$ cat src/ssrc_pkg.sv
package ssrc_pkg;
  localparam int unsigned CLK_PERIOD_NS = 5;
  localparam int unsigned NS_PER_S = 1000000000;
  localparam int unsigned CYCLES_PER_SEC = NS_PER_S / CLK_PERIOD_NS;
  localparam int unsigned SEARCH_TIME_S = 30;
  localparam int unsigned CHECK_TIME_MIN = 30;
  localparam int unsigned CHECK_TIME_S = CHECK_TIME_MIN * 60;
  localparam int unsigned SEC_W = 12;

  localparam int unsigned AW = 4;
  localparam logic [AW-1:0] REG_CTRL = 4'h0;
  localparam logic [AW-1:0] REG_EXT_ADDR = 4'h1;
  localparam logic [AW-1:0] REG_SRC_MAP = 4'h2;
  localparam logic [AW-1:0] REG_PRI_SRC = 4'h3;
  localparam logic [AW-1:0] REG_RSSI_THR = 4'h4;
  localparam logic [AW-1:0] REG_ARQ = 4'h5;
  localparam logic [AW-1:0] REG_STATUS = 4'h6;
  localparam logic [AW-1:0] REG_INT_STAT = 4'h7;
  localparam logic [AW-1:0] REG_INT_MASK = 4'h8;

  localparam int unsigned CTRL_SF_BIT = 2;
  localparam int unsigned PRI_NONE_BIT = 5;
  localparam int unsigned THR_SET_BIT = 8;
  localparam int unsigned ARQ_RETRY_LSB = 8;
  localparam int unsigned ST_LOCK_BIT = 0;
  localparam int unsigned ST_SRC_LSB = 1;
  localparam int unsigned ST_TDD_BIT = 6;
  localparam int unsigned ST_SLOT_BIT = 7;
  localparam int unsigned ST_PERS_BIT = 8;
  localparam int unsigned ST_BUSY_BIT = 9;

  localparam int unsigned IRQ_W = 5;
  localparam int unsigned IRQ_ACQ = 0;
  localparam int unsigned IRQ_LOST = 1;
  localparam int unsigned IRQ_FALLBACK = 2;
  localparam int unsigned IRQ_DISCARD = 3;
  localparam int unsigned IRQ_EXHAUST = 4;

  typedef enum logic [1:0] {
    ROLE_REMOTE = 2'h0,
    ROLE_EXT = 2'h1,
    ROLE_MASTER = 2'h2
  } ssrc_role_t;

  typedef enum logic [2:0] {
    SY_HUNT_PRI = 3'h1,
    SY_HUNT_ANY = 3'h2,
    SY_LOCKED = 3'h4
  } ssrc_sync_t;

  typedef struct packed {
    logic syncValid;
    logic [4:0] addr;
    logic fromMaster;
    logic fromExt;
    logic [7:0] rssi;
  } ssrc_rx_t;

  typedef struct packed {
    logic [AW-1:0] addr;
    logic [31:0] wdata;
    logic wr;
    logic rd;
  } ssrc_bus_t;

  typedef struct packed {
    logic [31:0] div;
    logic [SEC_W-1:0] secs;
    logic [SEC_W-1:0] chk;
    logic searchDone;
    logic checkDue;
  } ssrc_tmr_t;

  typedef struct packed {
    logic busy;
    logic first;
    logic mstr;
    logic [4:0] src;
    logic [4:0] left;
    logic txReq;
    logic discard;
    logic exhausted;
  } ssrc_retx_t;
endpackage

$ cat src/ssrc_sync_timer.sv
`timescale 1ns/100ps
module ssrc_sync_timer import ssrc_pkg::*; #(
  parameter int unsigned SEC_CYCLES = CYCLES_PER_SEC
) (
  input logic mclk,
  input logic sys_rst,
  input logic restart,
  input logic run,
  output logic searchDone,
  output logic checkDue
);
  ssrc_tmr_t s_reg, s_next;

  always_comb begin
    s_next = s_reg;
    s_next.searchDone = 1'b0;
    s_next.checkDue = 1'b0;
    if (restart) begin
      s_next.div = '0;
      s_next.secs = '0;
      s_next.chk = '0;
    end else if (s_reg.div == 32'(SEC_CYCLES - 1)) begin
      s_next.div = '0;
      if (s_reg.secs != SEC_W'(SEARCH_TIME_S)) begin
        s_next.secs = s_reg.secs + 1'b1;
        s_next.searchDone = run && (s_reg.secs == SEC_W'(SEARCH_TIME_S - 1));
      end
      if (s_reg.chk == SEC_W'(CHECK_TIME_S - 1)) begin
        s_next.chk = '0;
        s_next.checkDue = run;
      end else begin
        s_next.chk = s_reg.chk + 1'b1;
      end
    end else begin
      s_next.div = s_reg.div + 1'b1;
    end
  end

  always_ff @(posedge mclk) begin
    if (sys_rst) begin
      s_reg <= '0;
    end else begin
      s_reg <= s_next;
    end
  end

  assign searchDone = s_reg.searchDone;
  assign checkDue = s_reg.checkDue;

  search_after_30s_a: assert property (@(posedge mclk) disable iff (sys_rst)
    searchDone |-> s_reg.secs == SEC_W'(SEARCH_TIME_S))
    else $error("search timeout at wrong second count");
  check_restart_a: assert property (@(posedge mclk) disable iff (sys_rst)
    restart |=> s_reg.secs == '0 && s_reg.chk == '0 && !checkDue)
    else $error("timers did not restart");
endmodule

$ cat src/ssrc_retx.sv
`timescale 1ns/100ps
module ssrc_retx import ssrc_pkg::*; (
  input logic mclk,
  input logic sys_rst,
  input logic msgValid,
  input logic [4:0] msgSrc,
  input logic masterPers,
  input logic [3:0] repeatN,
  input logic [3:0] retryN,
  input logic ackRx,
  input logic txOpp,
  output logic txReq,
  output logic discard,
  output logic exhausted,
  output logic busy
);
  ssrc_retx_t s_reg, s_next;

  always_comb begin
    s_next = s_reg;
    s_next.txReq = 1'b0;
    s_next.discard = 1'b0;
    s_next.exhausted = 1'b0;
    if (msgValid) begin
      s_next.discard = s_reg.busy && (msgSrc != s_reg.src);
      s_next.busy = 1'b1;
      s_next.first = 1'b1;
      s_next.mstr = masterPers;
      s_next.src = msgSrc;
      s_next.left = masterPers ? {1'b0, repeatN} : {1'b0, retryN};
    end else if (ackRx && s_reg.busy && !s_reg.mstr && !s_reg.first) begin
      s_next.busy = 1'b0;
    end else if (txOpp && s_reg.busy) begin
      if (s_reg.first) begin
        s_next.first = 1'b0;
        s_next.txReq = 1'b1;
      end else if (s_reg.left != '0) begin
        s_next.left = s_reg.left - 1'b1;
        s_next.txReq = 1'b1;
      end else begin
        s_next.busy = 1'b0;
        s_next.exhausted = !s_reg.mstr;
      end
    end
  end

  always_ff @(posedge mclk) begin
    if (sys_rst) begin
      s_reg <= '0;
    end else begin
      s_reg <= s_next;
    end
  end

  assign txReq = s_reg.txReq;
  assign discard = s_reg.discard;
  assign exhausted = s_reg.exhausted;
  assign busy = s_reg.busy;

  master_ignores_ack_a: assert property (@(posedge mclk) disable iff (sys_rst)
    s_reg.busy && s_reg.mstr && ackRx && !msgValid && !txOpp |=> s_reg.busy)
    else $error("master role stopped repeats on ack");
  new_source_wins_a: assert property (@(posedge mclk) disable iff (sys_rst)
    msgValid && s_reg.busy && msgSrc != s_reg.src |=> discard && s_reg.first && s_reg.src == $past(msgSrc))
    else $error("new source did not preempt old data");
endmodule

$ cat src/ssrc_top.sv
// Chosen here: the plain strobed port and the address map.
`timescale 1ns/100ps
module ssrc_top import ssrc_pkg::*; #(
  parameter int unsigned SEC_CYCLES = CYCLES_PER_SEC
) (
  input logic mclk,
  input logic sys_rst,
  input ssrc_bus_t bus,
  output logic [31:0] rdata,
  output logic irq,
  input ssrc_rx_t rx,
  input logic rxSyncLost,
  input logic rxTddCmd,
  input logic slotTick,
  input logic rxAck,
  input logic rxDataValid,
  input logic [4:0] rxDataSrc,
  output logic txSyncEn,
  output logic tddCmdTx,
  output logic tddActive,
  output logic slotUp,
  output logic persMaster,
  output logic synced,
  output logic [4:0] syncSrc,
  output logic retxReq
);
  typedef struct packed {
    ssrc_role_t role;
    logic sfEn;
    logic [4:0] extAddr;
    logic [31:0] srcMap;
    logic [5:0] priSrc;
    logic [8:0] rssiThr;
    logic [3:0] repeatN;
    logic [3:0] retryN;
    logic [IRQ_W-1:0] irqStat;
    logic [IRQ_W-1:0] irqMask;
    logic [31:0] rdata;
    logic irq;
    ssrc_sync_t sync;
    logic [4:0] src;
    logic [7:0] rssi;
    logic tdd;
    logic slotUp;
    logic persMaster;
    logic txSync;
    logic tddCmdTx;
    logic tmrRestart;
    logic synced;
  } ssrc_top_t;

  ssrc_top_t s_reg, s_next;
  logic searchDone, checkDue;
  logic retxTx, retxDiscard, retxExhaust, retxBusy;
  logic priDef, thrSet, senderOk, addrOk, accept, weakSrc;
  logic [IRQ_W-1:0] evt;

  ssrc_sync_timer #(.SEC_CYCLES(SEC_CYCLES)) u_tmr (
    .mclk(mclk),
    .sys_rst(sys_rst),
    .restart(s_reg.tmrRestart),
    .run(priDef && s_reg.role != ROLE_MASTER),
    .searchDone(searchDone),
    .checkDue(checkDue)
  );

  ssrc_retx u_retx (
    .mclk(mclk),
    .sys_rst(sys_rst),
    .msgValid(rxDataValid),
    .msgSrc(rxDataSrc),
    .masterPers(s_reg.persMaster),
    .repeatN(s_reg.repeatN),
    .retryN(s_reg.retryN),
    .ackRx(rxAck),
    .txOpp(slotTick),
    .txReq(retxTx),
    .discard(retxDiscard),
    .exhausted(retxExhaust),
    .busy(retxBusy)
  );

  always_comb begin
    priDef = !s_reg.priSrc[PRI_NONE_BIT];
    thrSet = s_reg.rssiThr[THR_SET_BIT];
    senderOk = rx.fromMaster || rx.fromExt;
    // Only the primary is heard while hunting for it
    if (s_reg.sync == SY_HUNT_PRI) begin
      addrOk = priDef ? (rx.addr == s_reg.priSrc[4:0]) : s_reg.srcMap[rx.addr];
    end else begin
      addrOk = (priDef && rx.addr == s_reg.priSrc[4:0]) || s_reg.srcMap[rx.addr];
    end
    accept = rx.syncValid && senderOk && addrOk && s_reg.role != ROLE_MASTER
      && !s_reg.persMaster;
    weakSrc = s_reg.src != s_reg.priSrc[4:0]
      && (!thrSet || s_reg.rssi < s_reg.rssiThr[7:0]);
  end

  always_comb begin
    s_next = s_reg;
    evt = '0;
    s_next.tddCmdTx = 1'b0;
    s_next.tmrRestart = 1'b0;
    s_next.rdata = '0;

    // Register writes
    if (bus.wr) begin
      unique case (bus.addr)
        REG_CTRL: begin
          s_next.role = ssrc_role_t'(bus.wdata[1:0]);
          s_next.sfEn = bus.wdata[CTRL_SF_BIT];
        end
        REG_EXT_ADDR: s_next.extAddr = bus.wdata[4:0];
        REG_SRC_MAP: s_next.srcMap = bus.wdata;
        REG_PRI_SRC: s_next.priSrc = bus.wdata[5:0];
        REG_RSSI_THR: s_next.rssiThr = bus.wdata[8:0];
        REG_ARQ: begin
          s_next.repeatN = bus.wdata[3:0];
          s_next.retryN = bus.wdata[ARQ_RETRY_LSB +: 4];
        end
        REG_INT_MASK: s_next.irqMask = bus.wdata[IRQ_W-1:0];
        default: ;
      endcase
    end

    // Master broadcasts the TDD command on enable
    if (s_reg.role == ROLE_MASTER) begin
      if (s_next.sfEn && !s_reg.sfEn) begin
        s_next.tddCmdTx = 1'b1;
      end
      s_next.tdd = s_next.sfEn;
    end else if (rxTddCmd && s_reg.sync == SY_LOCKED && senderOk) begin
      s_next.tdd = 1'b1;
    end

    if (slotTick && s_reg.tdd) begin
      s_next.slotUp = !s_reg.slotUp;
    end else if (!s_reg.tdd) begin
      s_next.slotUp = 1'b1;
    end

    // Sync source selection
    if (s_reg.role == ROLE_MASTER) begin
      s_next.sync = SY_LOCKED;
    end else begin
      unique case (s_reg.sync)
        SY_HUNT_PRI: begin
          if (accept) begin
            s_next.sync = SY_LOCKED;
            s_next.src = rx.addr;
            s_next.rssi = rx.rssi;
            evt[IRQ_ACQ] = 1'b1;
          end else if (searchDone || !priDef) begin
            s_next.sync = SY_HUNT_ANY;
            evt[IRQ_FALLBACK] = priDef;
          end
        end
        SY_HUNT_ANY: begin
          if (accept) begin
            s_next.sync = SY_LOCKED;
            s_next.src = rx.addr;
            s_next.rssi = rx.rssi;
            evt[IRQ_ACQ] = 1'b1;
          end
        end
        SY_LOCKED: begin
          if (rx.syncValid && senderOk && rx.addr == s_reg.src) begin
            s_next.rssi = rx.rssi;
          end
          if (rxSyncLost || (checkDue && priDef && weakSrc)) begin
            s_next.sync = SY_HUNT_PRI;
            s_next.tmrRestart = 1'b1;
            s_next.tdd = 1'b0;
            evt[IRQ_LOST] = 1'b1;
          end
        end
      endcase
    end

    if (s_reg.role == ROLE_MASTER) begin
      s_next.persMaster = 1'b1;
      s_next.txSync = 1'b1;
    end else if (s_reg.role == ROLE_EXT) begin
      s_next.persMaster = s_next.tdd && !s_next.slotUp;
      s_next.txSync = s_next.sync == SY_LOCKED
        && (!s_next.tdd || s_next.persMaster);
    end else begin
      s_next.persMaster = 1'b0;
      s_next.txSync = 1'b0;
    end

    // Lock flag kept in a flop for the pin
    s_next.synced = s_next.sync == SY_LOCKED;

    evt[IRQ_DISCARD] = retxDiscard;
    evt[IRQ_EXHAUST] = retxExhaust;
    // Set wins over the write-one clear
    if (bus.wr && bus.addr == REG_INT_STAT) begin
      s_next.irqStat = (s_reg.irqStat & ~bus.wdata[IRQ_W-1:0]) | evt;
    end else begin
      s_next.irqStat = s_reg.irqStat | evt;
    end
    s_next.irq = |(s_next.irqStat & s_next.irqMask);

    if (bus.rd) begin
      unique case (bus.addr)
        REG_CTRL: s_next.rdata = {29'h0, s_reg.sfEn, s_reg.role};
        REG_EXT_ADDR: s_next.rdata = {27'h0, s_reg.extAddr};
        REG_SRC_MAP: s_next.rdata = s_reg.srcMap;
        REG_PRI_SRC: s_next.rdata = {26'h0, s_reg.priSrc};
        REG_RSSI_THR: s_next.rdata = {23'h0, s_reg.rssiThr};
        REG_ARQ: s_next.rdata = {20'h0, s_reg.retryN, 4'h0, s_reg.repeatN};
        REG_STATUS: begin
          s_next.rdata[ST_LOCK_BIT] = s_reg.sync == SY_LOCKED;
          s_next.rdata[ST_SRC_LSB +: 5] = s_reg.src;
          s_next.rdata[ST_TDD_BIT] = s_reg.tdd;
          s_next.rdata[ST_SLOT_BIT] = s_reg.slotUp;
          s_next.rdata[ST_PERS_BIT] = s_reg.persMaster;
          s_next.rdata[ST_BUSY_BIT] = retxBusy;
        end
        REG_INT_STAT: s_next.rdata = {27'h0, s_reg.irqStat};
        REG_INT_MASK: s_next.rdata = {27'h0, s_reg.irqMask};
        default: s_next.rdata = '0;
      endcase
    end
  end

  always_ff @(posedge mclk) begin
    if (sys_rst) begin
      s_reg <= '0;
      s_reg.sync <= SY_HUNT_PRI;
      s_reg.slotUp <= 1'b1;
    end else begin
      s_reg <= s_next;
    end
  end

  assign rdata = s_reg.rdata;
  assign irq = s_reg.irq;
  assign txSyncEn = s_reg.txSync;
  assign tddCmdTx = s_reg.tddCmdTx;
  assign tddActive = s_reg.tdd;
  assign slotUp = s_reg.slotUp;
  assign persMaster = s_reg.persMaster;
  assign synced = s_reg.synced;
  assign syncSrc = s_reg.src;
  assign retxReq = retxTx;

  master_sync_tx_a: assert property (@(posedge mclk) disable iff (sys_rst)
    s_reg.role == ROLE_MASTER && $stable(s_reg.role) |-> txSyncEn)
    else $error("master not sending sync");
  ext_wait_lock_a: assert property (@(posedge mclk) disable iff (sys_rst)
    s_reg.role == ROLE_EXT && txSyncEn |-> synced)
    else $error("extension sent sync while unlocked");
  valid_sender_a: assert property (@(posedge mclk) disable iff (sys_rst)
    s_reg.role != ROLE_MASTER && $rose(synced) |-> $past(rx.fromMaster || rx.fromExt))
    else $error("locked to an invalid sender");
  tdd_broadcast_a: assert property (@(posedge mclk) disable iff (sys_rst)
    tddCmdTx |-> tddActive && s_reg.role == ROLE_MASTER)
    else $error("command broadcast without TDD");
  slot_alternate_a: assert property (@(posedge mclk) disable iff (sys_rst)
    tddActive && slotTick ##1 tddActive |-> slotUp != $past(slotUp))
    else $error("slot did not alternate");
  source_map_a: assert property (@(posedge mclk) disable iff (sys_rst)
    s_reg.sync == SY_HUNT_ANY ##1 synced |-> s_reg.srcMap[syncSrc]
      || (!s_reg.priSrc[PRI_NONE_BIT] && syncSrc == s_reg.priSrc[4:0]))
    else $error("locked to source outside map");
  weak_force_loss_a: assert property (@(posedge mclk) disable iff (sys_rst)
    synced && s_reg.role != ROLE_MASTER && checkDue && priDef && weakSrc
      |=> s_reg.sync == SY_HUNT_PRI ##1 s_reg.irqStat[IRQ_LOST])
    else $error("weak source not dropped");
  reset_defaults_a: assert property (@(posedge mclk)
    $past(sys_rst) |-> s_reg.extAddr == '0 && s_reg.srcMap == '0 && s_reg.priSrc == '0 && !thrSet)
    else $error("reset defaults wrong");

  // Role, hunt order and loss handling
  master_locked_a: assert property (@(posedge mclk) disable iff (sys_rst)
    s_reg.role == ROLE_MASTER && $stable(s_reg.role) |-> synced)
    else $error("master role not locked");
  tdd_needs_lock_a: assert property (@(posedge mclk) disable iff (sys_rst)
    s_reg.role != ROLE_MASTER && !synced && !tddActive |=> !tddActive)
    else $error("TDD entered while unlocked");
  ext_slot_split_a: assert property (@(posedge mclk) disable iff (sys_rst)
    s_reg.role == ROLE_EXT && $stable(s_reg.role) && tddActive |-> persMaster == !slotUp)
    else $error("extension personality not tied to slot");
  ext_tx_own_slot_a: assert property (@(posedge mclk) disable iff (sys_rst)
    s_reg.role == ROLE_EXT && $stable(s_reg.role) && tddActive && txSyncEn |-> persMaster)
    else $error("extension sent sync in remote slot");
  primary_first_a: assert property (@(posedge mclk) disable iff (sys_rst)
    s_reg.role != ROLE_MASTER && s_reg.sync == SY_HUNT_PRI && !s_reg.priSrc[PRI_NONE_BIT]
      ##1 synced |-> syncSrc == $past(s_reg.priSrc[4:0]))
    else $error("locked to non-primary during primary hunt");
  fallback_late_a: assert property (@(posedge mclk) disable iff (sys_rst)
    $rose(s_reg.sync == SY_HUNT_ANY) && !$past(s_reg.priSrc[PRI_NONE_BIT]) |-> $past(searchDone))
    else $error("fallback before search timeout");
  loss_restarts_a: assert property (@(posedge mclk) disable iff (sys_rst)
    s_reg.role != ROLE_MASTER && synced && rxSyncLost |=> !synced && s_reg.tmrRestart)
    else $error("sync loss did not restart timers");

  // Interrupt pin and read data framing
  irq_level_a: assert property (@(posedge mclk) disable iff (sys_rst)
    irq == |(s_reg.irqStat & s_reg.irqMask))
    else $error("interrupt pin disagrees with status");
  rdata_idle_a: assert property (@(posedge mclk) disable iff (sys_rst)
    !$past(bus.rd) |-> rdata == '0)
    else $error("read data not zero outside read");
endmodule

$ cat config.mk
export PLATFORM = sky130hd
export DESIGN_NAME = ssrc_top
export DESIGN_NICKNAME = d
export VERILOG_FILES = /design/src/ssrc_pkg.sv /design/src/ssrc_sync_timer.sv /design/src/ssrc_retx.sv /design/src/ssrc_top.sv
export SDC_FILE = /design/constraint.sdc
export NUM_CORES = 1
export LEC_CHECK = 0
export BUFFER_PORTS_ARGS = -buffer_cell sky130_fd_sc_hd__buf_2
export CAP_MARGIN = 20
export CORE_MARGIN = 2
export CORE_UTILIZATION = 41
export CTS_CLUSTER_SIZE = 8
export DETAILED_ROUTE_END_ITERATION = 8
export SYNTH_ARGS = -nofsm -noshare
export SYNTH_HDL_FRONTEND = slang
export SYNTH_SLANG_ARGS = --single-unit
$ cat constraint.sdc
create_clock -name mclk -period 3 [get_ports mclk]
set_clock_uncertainty 0.1 [all_clocks]
set_input_delay 0.3 -clock mclk [delete_from_list [all_inputs] [get_ports mclk]]
set_output_delay 0.3 -clock mclk [all_outputs]
set_load 0.005 [all_outputs]
==> summary.md, run 1 <==
| Metric | Value |
|---|---|
| Status | `completed` |
| VDD IR max | `0.394 mV` |
| Avg WL per Cell | `16.3 um` |
| Worst slack, placed | `0.303 ns` |
| RSZ-0062 raised after global routing | `false` |
| Number of synthesis warnings | `0` |
| Fraction of layout cells with a size suffix above 1 | `0.164` |
| Fin crit period | `2.56 ns` |
| Hold WS | `0.0125 ns` |
| Longest Clk Path Bufs | `3` |
| Top FF cell, synth | `dfxtp_1` |
| Clk sinks | `203` |
| # Post-CTS Setup Buffers | `0` |
| DR vias | `7,762` |
| Syn Nets | `1,160` |
| Clk_lat worst skew | `0.53 ns` |
| Vias per cell | `5.26` |
| CTS tree | `yes` |
| Initial antenna violation count | `0` |
| Initial core utilization | `0.416` |
| Cell row count | `55` |
| Number of global-route vias before repair | `7,266` |
| Cells after synthesis | `1,081` |
| Ant. Diodes | `0` |
| Pleak | `4.33 nW` |
| Cts bufs inserted | `29` |
| Setup CP Type | `flip-flop to flip-flop` |
| Max-cap violation count | `0` |
| Grt total ovfl | `0` |
| First-pass GRT wire length | `38,200 um` |
| Hold WC Path Type | `primary input to flip-flop` |
| Number of top-level pins | `111` |
| Pins Over Slew Limit | `0` |
| Least-Margin Pin Slew | `0.777 ns` |
| Fin crit share | `0.854` |
| Nets | `1,268` |
| Syn Std Cell Area | `9380 um^2` |
| Critical Path End Type | `flip-flop` |
| Final WL | `24,100 um` |
| CP Max Fanout | `7` |
| Number of buffers added on ports | `110` |
| Clock-pin transition on the worst setup and hold timing paths | `0.05 ns` |
| Setup TNS | `0 ns` |
| Fin. Hold Viols | `0` |
| Placed cells | `1,402` |
| Core box area | `22,600 um^2` |
| Number of synthesized flops with an enable pin | `0` |
| Fmax achieved | `0.390 GHz` |
| Final setup fails | `0` |
| Max_slew headroom | `0.477` |
| DIE WIDTH | `155 um` |
| PwrDens | `536 nW/um^2` |
| Die Y | `155 um` |
| Die area | `24,100 um^2` |
| Tot Pwr | `0.00594 W` |
| Sequential element share of the synthesized area | `0.433` |
| Max reg flops | `85` |
| Drt first pass iters | `5` |
| Final antenna-violating net count | `0` |
| P&R area growth vs syn | `18.0%` |
| Distinct cells, synth | `66` |
| H-tree depth | `1` |
| Yosys reg bits | `203` |
| Residual DRC | `0` |
| Initial DRC Count | `521` |
| Asr flop ratio synth | `0` |
| Tot GR Track Use | `0.195` |
| Syn Area/Cell | `8.68 um^2` |
| Pin count of the biggest net entering global routing | `75` |
| Hpwl dp | `16,900 um` |
| Critical Path Start Type | `flip-flop` |
| Layout Cells excl Fill | `1,475` |
| Routability Congestion | `0.860` |
| Setup slack after layout | `0.439 ns` |
| CTS root buffer | `clkbuf_16` |
| CP required | `3.35 ns` |
| Worst Path Arrival | `2.91 ns` |
## worst paths after layout
kind,end,startpoint,slack [ns],cells after the start
setup / recovery,u_tmr.s_reg[52],u_tmr.s_reg[40],0.44,5
hold reg to reg,u_retx.s_reg[7],u_retx.s_reg[7],0.34,2
setup reg to reg,u_tmr.s_reg[52],u_tmr.s_reg[40],0.44,5
hold / removal,syncSrc[3],rx[13],0.01,3
## per-stage QoR
| step | cell area (um^2) | utilization |
|---|---|---|
| finish | 11100 | 0.491 |
| global route | 11100 | 0.491 |
| CTS | 11100 | 0.491 |
| detailed placement | 9920 | 0.440 |
| global placement | 9920 | 0.440 |
| floorplan | 9380 | - |
## cell usage in the layout (no fill, tap or decap), types with 8 or more instances in the layout
cell type and instances:
a21oi_1 71, nor3_1 23, nand3_1 51, xor2_1 36, buf_4 18, ha_1 13
dfxtp_1 203, mux4_2 9, and3_1 12, clkbuf_16 29, o21ai_0 24, a22oi_1 9
mux2i_1 42, nor4_1 13, dlygate4sd3_1 41, nor2_1 114, xnor2_1 32, and2_1 27
nor2b_1 8, nand4_1 15, buf_2 109, inv_1 26, nand2_1 131, nand2b_1 38
## cell families (layout without fill, tap and decap cells)
family | count (synthesis) | count (layout) | synth area share
buffers and inverters | 117 | 226 | 0.0641
xor gates and xnor gates | 68 | 68 | 0.0635
AOI/OAI and AO/OA | 150 | 150 | 0.101
adders and majority gates | 13 | 13 | 0.0173
muxes | 57 | 57 | 0.0736
and+or+nand+nor | 473 | 473 | 0.248
DFF | 203 | 203 | 0.433
## cell usage after synthesis (all sizes together), types with 6 or more instances
library cell / n / area [um^2]
nor3: 23 / 115
nor3b: 6 / 50.1
mux2: 6 / 67.6
mux2i: 42 / 420
a222oi: 6 / 60.1
mux4: 9 / 203
inv: 26 / 97.6
buf: 48 / 343
xor2: 36 / 315
a21oi: 71 / 355
ha: 13 / 163
or3: 8 / 56.3
nor2: 116 / 440
o21ai: 24 / 120
nand2b: 38 / 238
a22oi: 9 / 67.6
clkbuf: 43 / 161
dfxtp: 203 / 4060
nand3: 51 / 255
and3: 13 / 82.6
nand2: 131 / 492
and2: 27 / 169
xnor2: 32 / 280
nor2b: 8 / 50.1
or2: 8 / 50.1
nand4: 16 / 106
nor4: 15 / 100
## where the power goes
| group | leakage, nW | switching (W) | internal, W |
|---|---|---|---|
| Combinational | 2.33 | 0.000221 | 0.000177 |
| Sequential | 1.64 | 0.0000327 | 0.00274 |
| Clock | 0.364 | 0.00108 | 0.00168 |
| Total | 4.33 | 0.00133 | 0.00460 |
## area by class of cell
cell class	count	area [um^2]
fillers	2201	11500
inverters	26	97.6
repair buffers	168	1090
multi-input cells	761	4720
well taps	285	357
flip-flops and latches	203	4060
clock buffers	31	733
clock inverters	1	5.00
## per-layer routing
metal,GRT usage,wire length (um),part of all wire,up-vias
met3,0.0329,1480,0.062,34
met5,0,0,0,-
met4,0.0520,470,0.020,0
li1,-,-,-,3867
met2,0.329,11100,0.46,232
met1,0.261,11000,0.46,3629
## worst max-delay path: stages, from the launching register on
cell and delay [ns]:
dfxtp_1 0.39, nand4_1 0.24, nor4_1 0.75, nand3b_1 0.36, or3_2 0.49, a21oi_1 0.16
## repair_timing
action	CTS	global route
hold endpoints to repair	50	0
hold buffers	41	0
gates resized for setup	0	0
Power figures use the tool's default switching activity.
==> run 2: changes to the inputs <==
clock period = 2.7 ns   (was 3 ns; I/O delays follow)
==> run 2 against run 1 <==
- critical path depth rose by 2
- die area did not move
- worst setup slack got worse by 0.26 ns
- register-to-register slack got worse by 0.26 ns
- sequential share of layout area fell by 0.65 points
- combinational power rose by 16%
- flip-flop and latch count did not move
- clock power rose by 13%
- worst hold slack improved by 0.011 ns
- clock-buffer cell count rose by 2
- first-iteration DRC count fell by 4.6%
- critical endpoint is now u_tmr.s_reg[13]
- highest routed layer unchanged
==> summary.md, run 2 (synthesized netlist as in run 1, its figures left out) <==
| Metric | Value |
|---|---|
| Pin count of the biggest net entering global routing | `58 (-23%)` |
| Min-delay src | `bus[4]` |
| Pleak | `4.45 nW (+2.7%)` |
| H-tree depth | `1 (unchanged)` |
| Grt total ovfl | `0 (unchanged)` |
| Tot GR Track Use | `0.197 (+0.00113)` |
| Cts bufs inserted | `29 (unchanged)` |
| PwrDens | `592 nW/um^2 (+10%)` |
| Fin crit share | `0.933 (+0.0793)` |
| Vias per cell | `5.21 (-1.0%)` |
| Design Area, Final | `11,300 um^2 (+1.8%)` |
| DIE WIDTH | `155 um (unchanged)` |
| Die Y | `155 um (unchanged)` |
| Avg WL per Cell | `16.2 um (-0.71%)` |
| R2R Path Start | `u_tmr.s_reg[26]` |
| Ant. Diodes | `0 (unchanged)` |
| RSZ-0062 raised after global routing | `false` |
| Most frequent cells in the layout | `dfxtp_1 (203), nand2_1 (131), nor2_1 (114), buf_2 (109), a21oi_1 (71)` |
| Fin. Hold Viols | `0 (unchanged)` |
| Fraction of layout cells with a size suffix above 1 | `0.176 (+0.0117)` |
| WHS Path Cells | `3 (unchanged)` |
| Max_slew headroom | `0.623 (+0.146)` |
| Drt first pass iters | `6 (+1)` |
| Pins Over Slew Limit | `0 (unchanged)` |
| Fmax achieved | `0.397 GHz (+1.7%)` |
| CP Max Fanout | `12 (+5)` |
| First-pass GRT wire length | `38,400 um (+0.58%)` |
| CP required | `3.02 ns (-0.33 ns)` |
| Die area | `24,100 um^2 (unchanged)` |
| CTS root buffer | `clkbuf_16` |
| Number of buffers added on ports | `110 (unchanged)` |
| P&R area growth vs syn | `20.1%` |
| Worst-case reg-to-reg path depth | `7 (+2)` |
| Cell row count | `55 (unchanged)` |
| Initial DRC Count | `497 (-4.6%)` |
| Final core utilization | `0.499 (+0.00887)` |
| Worst Path Arrival | `2.84 ns (-0.07 ns)` |
| Hold EP | `s_reg[76]` |
| Post-DP Area | `10,100 um^2 (+1.5%)` |
| Longest Clk Path Bufs | `3 (unchanged)` |
| Initial core utilization | `0.416 (unchanged)` |
| Setup TNS | `0 ns (unchanged)` |
| Core box area | `22,600 um^2 (unchanged)` |
| Least-Margin Pin Slew | `0.566 ns (-0.211 ns)` |
| Clk sinks | `203 (unchanged)` |
| Max reg flops | `85 (unchanged)` |
| Initial antenna violation count | `0 (unchanged)` |
| Setup CP Type | `flip-flop to flip-flop` |
| VDD IR max | `0.415 mV (+5.5%)` |
| Final WL | `24,300 um (+0.84%)` |
| Final antenna-violating net count | `0 (unchanged)` |
| Max-cap violation count | `0 (unchanged)` |
| Routability Congestion | `0.850 (-1.2%)` |
| Clock-pin transition on the worst setup and hold timing paths | `0.05 ns (about the same)` |
| Critical Path Start Type | `flip-flop` |
| Most common cell after layout, fill and taps aside | `dfxtp_1` |
| Number of top-level pins | `111 (unchanged)` |
| DR vias | `7,803 (+0.53%)` |
| Fin crit period | `2.52 ns (-0.0420 ns)` |
| Setup slack, reg-to-reg | `0.18 ns (-0.26 ns)` |
| Setup slack after layout | `0.181 ns (-0.258 ns)` |
| Hpwl dp | `17,000 um (+0.24%)` |
| Final setup fails | `0 (unchanged)` |
| Number of global-route vias before repair | `7,277 (+0.15%)` |
| Clk_lat worst skew | `0.53 ns (about the same)` |
| CTS tree | `yes` |
| Status | `completed` |
| Nets | `1,290 (+1.7%)` |
| Residual DRC | `0 (unchanged)` |
| Hold WC Path Type | `primary input to flip-flop` |
| R2r endpoint | `u_tmr.s_reg[13]` |
| Worst slack, placed | `0.172 ns (-0.131 ns)` |
| Critical Path End Type | `flip-flop` |
## run 2: changes by cell type in the layout (fill, tap and decap cells not counted)
cell,delta
buf_4,+17
dlygate4sd3_1,+4
buf_12,+1
clkbuf_1,+1
clkbuf_8,+1
clkinv_2,-1
## run 2: timing repair
| action | in CTS | in global routing |
|---|---|---|
| buffers inserted | 0 | 0 |
| resized for setup | 0 | 0 |
| hold buffers | 45 | 0 |
| hold endpoints to repair | 56 | 0 |
## run 2: worst max path at each step
stage               startpoint              end
5_1_grt        u_tmr.s_reg[26]  u_tmr.s_reg[11]
3_3_place_gp            rx[10]        s_reg[61]
4_1_cts        u_tmr.s_reg[26]  u_tmr.s_reg[13]
2_1_floorplan  u_tmr.s_reg[26]  u_tmr.s_reg[11]
6_report       u_tmr.s_reg[26]  u_tmr.s_reg[13]
3_5_place_dp   u_tmr.s_reg[26]  u_tmr.s_reg[13]
## run 2: metrics by stage
stage	total power [W]	hold WS, ns	cells
2_1_floorplan	0.00338	0.306	1081
3_3_place_gp	0.00354	0.324	1420
3_5_place_dp	0.00355	0.337	1420
4_1_cts	0.00674	0.00238	1498
5_1_grt	0.00691	0.0150	1498
6_report	0.00667	0.0237	1498
## run 2: per-layer routing
layer | GRT usage | vias up | routed length [um]
met1 | 0.268 | 3659 | 11300
met4 | 0.0612 | 0 | 590
met3 | 0.0331 | 37 | 1420
met5 | 0 | - | 0
met2 | 0.320 | 210 | 11000
li1 | - | 3897 | -
## run 2: layout make-up
type,instances,area (um^2)
clock buffer,33,751
sequential,203,4060
multi-input combinational,761,4720
tap,285,357
timing repair buffer,190,1280
inverter,26,97.6
fill,2161,11300
## run 2: worst max-delay path, stage by stage (launching register included)
cell     delay (ns)
dfxtp_1        0.34
ha_1           0.22
nand3_1        0.15
or3_4          0.44
or4_4          0.58
nor4_1         0.37
xnor2_1        0.18
nor2_2         0.04
## run 2: power breakdown
part	internal, W	switching, W	total, W
clock network	0.00190	0.00122	0.00313
logic	0.000213	0.000246	0.000460
registers	0.00304	0.0000351	0.00308
